$ cat src/acb_pkg.sv
// acb_pkg: constants and types shared by the asynchronous cpu bus interface
// assumes a single 100 MHz clock domain and synchronous pin inputs
`default_nettype none
package acb_pkg;
  localparam int ADDR_W = 24;                     // address bus width
  localparam int DATA_W = 16;                     // data bus width
  localparam int LVL_W = 3;                       // interrupt level width
  localparam int FC_W = 3;                        // space code width
  localparam logic [2:0] LVL_NMI = 3'h7;          // top level, never masked
  localparam logic [7:0] AUTOVEC_BASE = 8'h18;    // autovector base number
  localparam logic [ADDR_W-1:0] IACK_ADDR = 24'hffffff; // idle-high iack address
  localparam logic [FC_W-1:0] FC_IACK = 3'h7;     // cpu space code
  localparam logic [FC_W-1:0] FC_NONE = 3'h0;     // space code at reset
  localparam logic [ADDR_W-1:0] ADDR_RST = 24'h000000; // address reset value
  localparam logic [DATA_W-1:0] DATA_RST = 16'h0000;   // data reset value
  // bus cycle sequencer states
  typedef enum logic [2:0] {
    ST_IDLE = 3'b000,
    ST_ADDR = 3'b001,
    ST_STRB = 3'b010,
    ST_WAIT = 3'b011,
    ST_END = 3'b100,
    ST_GRANT = 3'b101
  } acb_state_type;
  // kind of request from the core
  typedef enum logic [1:0] {
    OP_READ = 2'b00,
    OP_WRITE = 2'b01,
    OP_IACK = 2'b10
  } acb_op_type;
endpackage
`default_nettype wire

$ cat src/acb_irq_level.sv
// acb_irq_level: registers the encoded interrupt level and decides pendency
// assumes level inputs are synchronous to clk
`default_nettype none
module acb_irq_level
  import acb_pkg::*;
(
  input wire logic clk,
  input wire logic rst_b,
  input wire logic clkEn,
  input wire logic [acb_pkg::LVL_W-1:0] irqLevelIn,
  input wire logic [acb_pkg::LVL_W-1:0] irqMask,
  output logic [acb_pkg::LVL_W-1:0] pendLevel,
  output logic irqPending
);
  logic [LVL_W-1:0] lvl_q, lvl_d; // latched level
  logic pend_q, pend_d;           // pending flag

  // next level and pending decision
  always_comb begin
    lvl_d = lvl_q;
    pend_d = pend_q;
    if (clkEn) begin
      lvl_d = irqLevelIn;
      pend_d = (irqLevelIn == LVL_NMI) || (irqLevelIn > irqMask);
    end
  end

  // state registers, held when the clock enable is low
  always_ff @(posedge clk or negedge rst_b) begin
    if (!rst_b) begin
      lvl_q <= '0;
      pend_q <= 1'b0;
    end else begin
      lvl_q <= lvl_d;
      pend_q <= pend_d;
    end
  end

  assign pendLevel = lvl_q;
  assign irqPending = pend_q;
endmodule
`default_nettype wire

$ cat src/acb_bus_if.sv
// acb_bus_if: external asynchronous bus master of a small static processor
// assumes all pin inputs are synchronous to clk; pads resolve tri-states
// Functional notes
// - 24-bit address out, except iack cycles
// - iack: level on A3-A1, rest high
// - static width strap picks 8 or 16
// - address strobe only with valid address
// - direction output marks read or write
// - upper and lower data strobes
// - cycle unfinished until acknowledge arrives
// - grant, release after current cycle
// - three encoded interrupt level inputs
// - level 7 highest, never masked
// - autovector generates vector from level
// - reset and halt inputs stop operation
// - bus fault ends current cycle erroneously
// - low power keeps sequencer state; interrupt level capture keeps running
// - static: clock stop loses nothing
// - space code valid with address strobe
`default_nettype none
module acb_bus_if
  import acb_pkg::*;
(
  input wire logic clk,
  input wire logic rst_b,
  input wire logic clkEn,
  input wire logic lowPower,
  input wire logic halt_n,
  input wire logic byteMode,
  input wire logic reqValid,
  input wire acb_pkg::acb_op_type reqOp,
  input wire logic [acb_pkg::ADDR_W-1:0] reqAddr,
  input wire logic [1:0] reqSize,
  input wire logic [acb_pkg::DATA_W-1:0] reqWdata,
  input wire logic [acb_pkg::FC_W-1:0] reqSpace,
  input wire logic [acb_pkg::LVL_W-1:0] irqMask,
  output logic reqReady,
  output logic respValid,
  output logic respFault,
  output logic [acb_pkg::DATA_W-1:0] respRdata,
  output logic irqPendingOut,
  output logic [acb_pkg::LVL_W-1:0] irqLevelOut,
  output logic [acb_pkg::ADDR_W-1:0] addr_out,
  output logic addrOe,
  output logic [acb_pkg::DATA_W-1:0] dataOut,
  input wire logic [acb_pkg::DATA_W-1:0] dataIn,
  output logic dataOe,
  output logic addr_strobe_n,
  output logic readNotWrite,
  output logic upper_byte_strobe_n,
  output logic lower_byte_strobe_n,
  output logic [acb_pkg::FC_W-1:0] space_code_out,
  input wire logic transfer_ack_n,
  input wire logic bus_fault_n,
  input wire logic bus_req_n,
  output logic bus_grant_n,
  input wire logic [acb_pkg::LVL_W-1:0] irq_level_in,
  input wire logic auto_vector_n
);
  acb_state_type st_q, st_d;                 // sequencer state
  logic [ADDR_W-1:0] addr_q, addr_d;         // address pins
  logic aoe_q, aoe_d;                        // address/control drive enable
  logic [DATA_W-1:0] dout_q, dout_d;         // write data pins
  logic doe_q, doe_d;                        // data drive enable
  logic as_n_q, as_n_d;                      // address strobe
  logic rnw_q, rnw_d;                        // direction
  logic uds_n_q, uds_n_d, lds_n_q, lds_n_d;  // data strobes
  logic [FC_W-1:0] fc_q, fc_d;               // space code
  logic bg_n_q, bg_n_d;                      // grant
  logic rdy_q, rdy_d;                        // request accept
  logic rv_q, rv_d, rf_q, rf_d;              // response valid and fault
  logic [DATA_W-1:0] rdat_q, rdat_d;         // response data
  logic [DATA_W-1:0] wdat_q, wdat_d;         // saved write data
  logic [1:0] size_q, size_d;                // saved size: 1 byte, 2 word
  logic byteHi_q, byteHi_d;                  // high byte of a split word, second byte still to come
  acb_op_type op_q, op_d;                    // saved operation
  logic [LVL_W-1:0] pendLevel;               // registered level
  logic irqPending;                          // level 7 or above mask
  logic run;                                 // sequencer may advance

  // interrupt level capture and masking
  acb_irq_level uLevel (
    .clk(clk),
    .rst_b(rst_b),
    .clkEn(clkEn),
    .irqLevelIn(irq_level_in),
    .irqMask(irqMask),
    .pendLevel(pendLevel),
    .irqPending(irqPending)
  );

  // freeze the sequencer when halted, in low power or with the clock enable low; state is kept
  assign run = clkEn && halt_n && !lowPower;

  // bus cycle sequencer next state
  always_comb begin
    st_d = st_q;
    addr_d = addr_q;
    aoe_d = aoe_q;
    dout_d = dout_q;
    doe_d = doe_q;
    as_n_d = as_n_q;
    rnw_d = rnw_q;
    uds_n_d = uds_n_q;
    lds_n_d = lds_n_q;
    fc_d = fc_q;
    bg_n_d = bg_n_q;
    rdy_d = 1'b0;
    rv_d = 1'b0;
    rf_d = rf_q;
    rdat_d = rdat_q;
    wdat_d = wdat_q;
    size_d = size_q;
    byteHi_d = byteHi_q;
    op_d = op_q;
    if (run) begin
      unique case (st_q)
        ST_IDLE: begin
          if (!bus_req_n) begin
            bg_n_d = 1'b0;
            aoe_d = 1'b0;
            st_d = ST_GRANT;
          end else if (reqValid) begin
            rdy_d = 1'b1;
            op_d = reqOp;
            wdat_d = reqWdata;
            size_d = reqSize;
            byteHi_d = byteMode && (reqSize == 2'h2) && (reqOp != OP_IACK);
            aoe_d = 1'b1;
            rnw_d = (reqOp != OP_WRITE);
            if (reqOp == OP_IACK) begin
              addr_d = IACK_ADDR;
              addr_d[3:1] = pendLevel;
              fc_d = FC_IACK;
            end else begin
              addr_d = reqAddr;
              fc_d = reqSpace;
              if (byteMode && reqSize == 2'h2) begin
                addr_d[0] = 1'b0;                         // high byte first
              end
            end
            st_d = ST_ADDR;
          end
        end
        ST_ADDR: begin
          as_n_d = 1'b0;
          if (op_q == OP_WRITE) begin
            doe_d = 1'b1;
            dout_d = byteMode ? {8'h00, (byteHi_q ? wdat_q[15:8] : wdat_q[7:0])}
                              : wdat_q;
          end
          st_d = ST_STRB;
        end
        ST_STRB: begin
          if (byteMode || op_q == OP_IACK) begin        // strap or an iack cycle picks the lanes
            lds_n_d = 1'b0;
            uds_n_d = 1'b1;
          end else if (size_q == 2'h2) begin
            uds_n_d = 1'b0;
            lds_n_d = 1'b0;
          end else begin
            uds_n_d = addr_q[0];
            lds_n_d = !addr_q[0];
          end
          st_d = ST_WAIT;
        end
        ST_WAIT: begin
          // hold all outputs until the far end answers
          if (!bus_fault_n) begin
            rf_d = 1'b1;
            byteHi_d = 1'b0;
            st_d = ST_END;
          end else if (!transfer_ack_n || (op_q == OP_IACK && !auto_vector_n)) begin
            rf_d = 1'b0;
            if (op_q == OP_IACK && !auto_vector_n) begin
              rdat_d = {8'h00, AUTOVEC_BASE + {5'h00, pendLevel}};
            end else if (byteMode) begin
              if (byteHi_q) rdat_d[15:8] = dataIn[7:0];
              else if (size_q == 2'h2) rdat_d[7:0] = dataIn[7:0];
              else rdat_d = {8'h00, dataIn[7:0]};
            end else begin
              rdat_d = dataIn;
            end
            st_d = ST_END;
          end
        end
        ST_END: begin
          as_n_d = 1'b1;
          uds_n_d = 1'b1;
          lds_n_d = 1'b1;
          doe_d = 1'b0;
          if (byteHi_q) begin
            byteHi_d = 1'b0;                              // second byte
            addr_d[0] = 1'b1;
            st_d = ST_ADDR;
          end else begin
            rv_d = 1'b1;
            st_d = ST_IDLE;
          end
        end
        ST_GRANT: begin
          if (bus_req_n) begin
            bg_n_d = 1'b1;
            st_d = ST_IDLE;
          end
        end
        default: st_d = ST_IDLE;
      endcase
    end
  end

  // registers; async reset to constants only
  always_ff @(posedge clk or negedge rst_b) begin
    if (!rst_b) begin
      st_q <= ST_IDLE;
      addr_q <= ADDR_RST;
      aoe_q <= 1'b0;
      dout_q <= DATA_RST;
      doe_q <= 1'b0;
      as_n_q <= 1'b1;
      rnw_q <= 1'b1;
      uds_n_q <= 1'b1;
      lds_n_q <= 1'b1;
      fc_q <= FC_NONE;
      bg_n_q <= 1'b1;
      rdy_q <= 1'b0;
      rv_q <= 1'b0;
      rf_q <= 1'b0;
      rdat_q <= DATA_RST;
      wdat_q <= DATA_RST;
      size_q <= 2'h0;
      byteHi_q <= 1'b0;
      op_q <= OP_READ;
    end else begin
      st_q <= st_d;
      addr_q <= addr_d;
      aoe_q <= aoe_d;
      dout_q <= dout_d;
      doe_q <= doe_d;
      as_n_q <= as_n_d;
      rnw_q <= rnw_d;
      uds_n_q <= uds_n_d;
      lds_n_q <= lds_n_d;
      fc_q <= fc_d;
      bg_n_q <= bg_n_d;
      rdy_q <= rdy_d;
      rv_q <= rv_d;
      rf_q <= rf_d;
      rdat_q <= rdat_d;
      wdat_q <= wdat_d;
      size_q <= size_d;
      byteHi_q <= byteHi_d;
      op_q <= op_d;
    end
  end

  // pins and core side straight from flip-flops
  assign addr_out = addr_q;
  assign addrOe = aoe_q;
  assign dataOut = dout_q;
  assign dataOe = doe_q;
  assign addr_strobe_n = as_n_q;
  assign readNotWrite = rnw_q;
  assign upper_byte_strobe_n = uds_n_q;
  assign lower_byte_strobe_n = lds_n_q;
  assign space_code_out = fc_q;
  assign bus_grant_n = bg_n_q;
  assign reqReady = rdy_q;
  assign respValid = rv_q;
  assign respFault = rf_q;
  assign respRdata = rdat_q;
  assign irqPendingOut = irqPending;
  assign irqLevelOut = pendLevel;
endmodule
`default_nettype wire

$ cat config.mk
export PLATFORM = sky130hd
export DESIGN_NAME = acb_bus_if
export DESIGN_NICKNAME = d
export VERILOG_FILES = /design/src/acb_pkg.sv /design/src/acb_irq_level.sv /design/src/acb_bus_if.sv
export SDC_FILE = /design/constraint.sdc
export NUM_CORES = 1
export LEC_CHECK = 0
export ABC_CLOCK_PERIOD_IN_PS = 1450
export BUFFER_PORTS_ARGS = -buffer_cell sky130_fd_sc_hd__buf_4
export CAP_MARGIN = 20
export CELL_PAD_IN_SITES_DETAIL_PLACEMENT = 1
export CELL_PAD_IN_SITES_GLOBAL_PLACEMENT = 2
export CORE_MARGIN = 2
export CORE_UTILIZATION = 27
export DETAILED_ROUTE_END_ITERATION = 6
export PLACE_DENSITY_LB_ADDON = 0.1
export SLEW_MARGIN = 30
export SYNTH_ARGS = -nofsm -noshare
export SYNTH_HDL_FRONTEND = slang
export SYNTH_SLANG_ARGS = --single-unit
$ cat constraint.sdc
create_clock -name clk -period 1.45 [get_ports clk]
set_input_delay 0.0725 -clock clk [delete_from_list [all_inputs] [get_ports clk]]
set_output_delay 0.0725 -clock clk [all_outputs]
set_load 0.01 [all_outputs]
==> summary.txt <==
Finish
  • Most frequent cells in the layout: buf_4 (185), dfrtp_1 (90), dlygate4sd3_1 (57), nor2_1 (33), o21ai_2 (30)
  • Layout Cells excl Fill: 891
  • Final core occ: 49.1%
  • Diode count: 0
  • Nets@finish: 753
  • Layout fillers: 1758
  • Fin area: 0.00782 mm^2
  • Area growth, synth to finish: 77.2%
  • Most common cell after layout, fill and taps aside: buf_4
  • Share of cells above drive strength 1: 54.5%

Route
  • DR vias/cell: 4.58
  • Routed wire length: 15100 um
  • DRC viols: 0
  • Vias: 4084
  • Wire per inst: 16.9 um
  • Initial DRC Count: 82
  • Drt first pass iters: 4
  • DRT antenna net count: 0

STA
  • Actual slew at the worst max-slew pin: 0.545 ns
  • Fmax: 618 MHz
  • Worst rel slew slack: 63.7%
  • Setup TNS: -7.40 ns
  • Max-slew violations: 0
  • Final Hold Viols: 0
  • Worst clock skew: 0.0121 ns
  • Setup WS post-layout: -0.169 ns
  • Crit share post-route: 112%
  • RSZ-0062 raised after global routing: yes
  • Final worst path period need: 1.62 ns
  • Setup violators final: 86
  • Worst hold slack: 0.0149 ns

Setup path
  • Critical Path RT: 1.69 ns
  • Max FO, Critical Path: 11
  • Critical path arrival: 1.86 ns
  • Internal reg-to-reg setup slack: -0.17 ns
  • CP Class: reg2reg
  • CP Launch Type: register
  • Critical Path End Type: register

Logic synthesis
  • Syn Nets: 496
  • Async SR Flop Fraction: 100%
  • Avg Cell Area, Syn: 10.7 um^2
  • Netlist cell types: 47
  • Post-Syn Area: 0.00441 mm^2
  • Synth area leaders: dfrtp_1 (52%), o21ai_0 (6.0%), nand2_1 (5.1%)
  • Most area-hungry cell type in the Yosys netlist: dfrtp_1
  • Syn Inst Count: 413
  • Part of the Yosys area used for sequential elements: 55.1%
  • Yosys warns: 0
  • #FFs+latches synth: 97
  • Top cell type's share of synthesized area: 52.2%
  • Number of synthesized flops with an enable pin: 0
  • Dominant synthesized flop cell: dfrtp_1

Placed design
  • Place WS: -0.172 ns
  • DP HPWL: 9320 um
  • Placement Cell Area: 0.00611 mm^2
  • PortBufs: 152
  • Gpl congestion: 0.756
  • Dpl cells: 793

GRT
  • Overflow after GRT: 0
  • First-pass GRT wire length: 23800 um
  • Initial antenna violation count: 0
  • Total GRT Usage: 17.0%
  • Vias in the first global route: 4571
  • Largest net degree at the start of global routing: 98

Power and ir drop
  • Total Power: 10.3 mW
  • Leak: 3.80 nW
  • Cell Pwr Density: 1310 mW/mm^2
  • VDD IR max: 0.548 mV

Clocking
  • Clk pin slew, worst setup/hold paths: 0.08 ns
  • H-tree Lvls: 3
  • Deepest clock path buffer count: 2
  • Clock root buffer: clkbuf_16
  • Total CTS buffers: 9
  • Clock latency on the worst-skew pair: 0.35 ns
  • # clock sinks: 97
  • Clock tree from TritonCTS: built

Floorplan
  • Core ar.: 0.0159 mm^2
  • Starting Density: 27.7%
  • Die area: 0.0174 mm^2
  • # IOs: 153
  • Die Y: 132 um
  • Chip Width: 132 um
  • Row count: 46

Status
  • Run status: finished with violations
  • Failing checks: setup timing

Job
  • Max_cap viols: 0

Min path
  • Worst hold path type: in2reg
==> flip-flops by register name, indices dropped and copies added, names as in the netlist, 2 cells and up <==
register	flops
op_q	2
wdat_q	16
dataOut	16
uLevel.pendLevel	3
addr_out	24
st_q	3
respRdata	16
space_code_out	3
size_q	2
==> power breakdown <==
| group | leakage (nW) | switching [mW] | total [mW] | internal (mW) |
|---|---|---|---|---|
| Clock | 0.153 | 1.19 | 2.58 | 1.39 |
| Combinational | 2.36 | 1.57 | 3.74 | 2.17 |
| Sequential | 1.29 | 0.534 | 3.93 | 3.40 |
==> cell type report <==
class                           instances  area [um^2]  share of cell area [%]
Sequential cell                        97         2440                    31.1
Inverter                                8         30.0                   0.384
Tap cell                              216          270                    3.45
Multi-Input combinational cell        281         2230                    28.6
Clock buffer                            9          225                    2.88
Clock inverter                          7         93.8                    1.20
Timing Repair Buffer                  273         2530                    32.4
==> worst max-delay path, cell delays in order, from the launching register on <==
cell       delay (ns)
dfrtp_1          0.44
buf_6            0.15
nor2_4           0.12
nand4_1          0.14
buf_6            0.17
clkbuf_16        0.18
mux2_4           0.30
==> routing by layer <==
metal | up-vias | global-route usage (%) | part of all wire (%)
met5 | - | 0 | 0
met3 | 10 | 4.46 | 5.0
met2 | 90 | 30.0 | 51
met1 | 2033 | 20.3 | 43
li1 | 1951 | - | -
met4 | 0 | 5.07 | 0.85
==> kinds of logic (layout without fill, tap and decap cells) <==
family / count (synthesis) / in the layout / synth area share, %
flops: 97 / 97 / 55.1
fa+ha+maj: 3 / 3 / 0.850
simple gates: 139 / 139 / 15.5
buf+inv: 35 / 297 / 3.88
compound gates: 91 / 91 / 11.9
mux: 48 / 48 / 12.7
==> repair_timing <==
item | in CTS | in global routing
endpoints found under the setup margin | 86 | 88
gates resized for setup | 76 | 98
pin swaps | 23 | 32
cloned | 4 | 9
hold buffers | 57 | 0
endpoints found under the hold margin | 149 | 0
buffers inserted | 8 | 5
==> cell usage after synthesis, types with 3 or more instances <==
library cell	n
dfrtp_1	92
nand2_1	60
o21ai_0	53
nor2_1	35
mux2_2	18
mux2i_1	14
buf_2	11
nand2b_1	11
a21oi_1	10
clkbuf_1	10
mux2_4	10
inv_1	8
o21ai_1	8
a22o_1	7
mux2_1	6
nand3_1	6
dfstp_2	5
nor2b_1	5
nand4_1	4
a31oi_1	3
buf_4	3
ha_1	3
==> final timing paths <==
| kind | start | end | cells past startpoint |
|---|---|---|---|
| max | st_q[2] | wdat_q[12] | 6 |
| min | dataIn[1] | respRdata[1] | 3 |
| max reg2reg | st_q[2] | wdat_q[12] | 6 |
| min reg2reg | readNotWrite | readNotWrite | 2 |
| max in group asynchronous | rst_b | st_q[0] | 3 |
| min in group asynchronous | rst_b | st_q[2] | 3 |
Power figures use the tool's default switching activity.
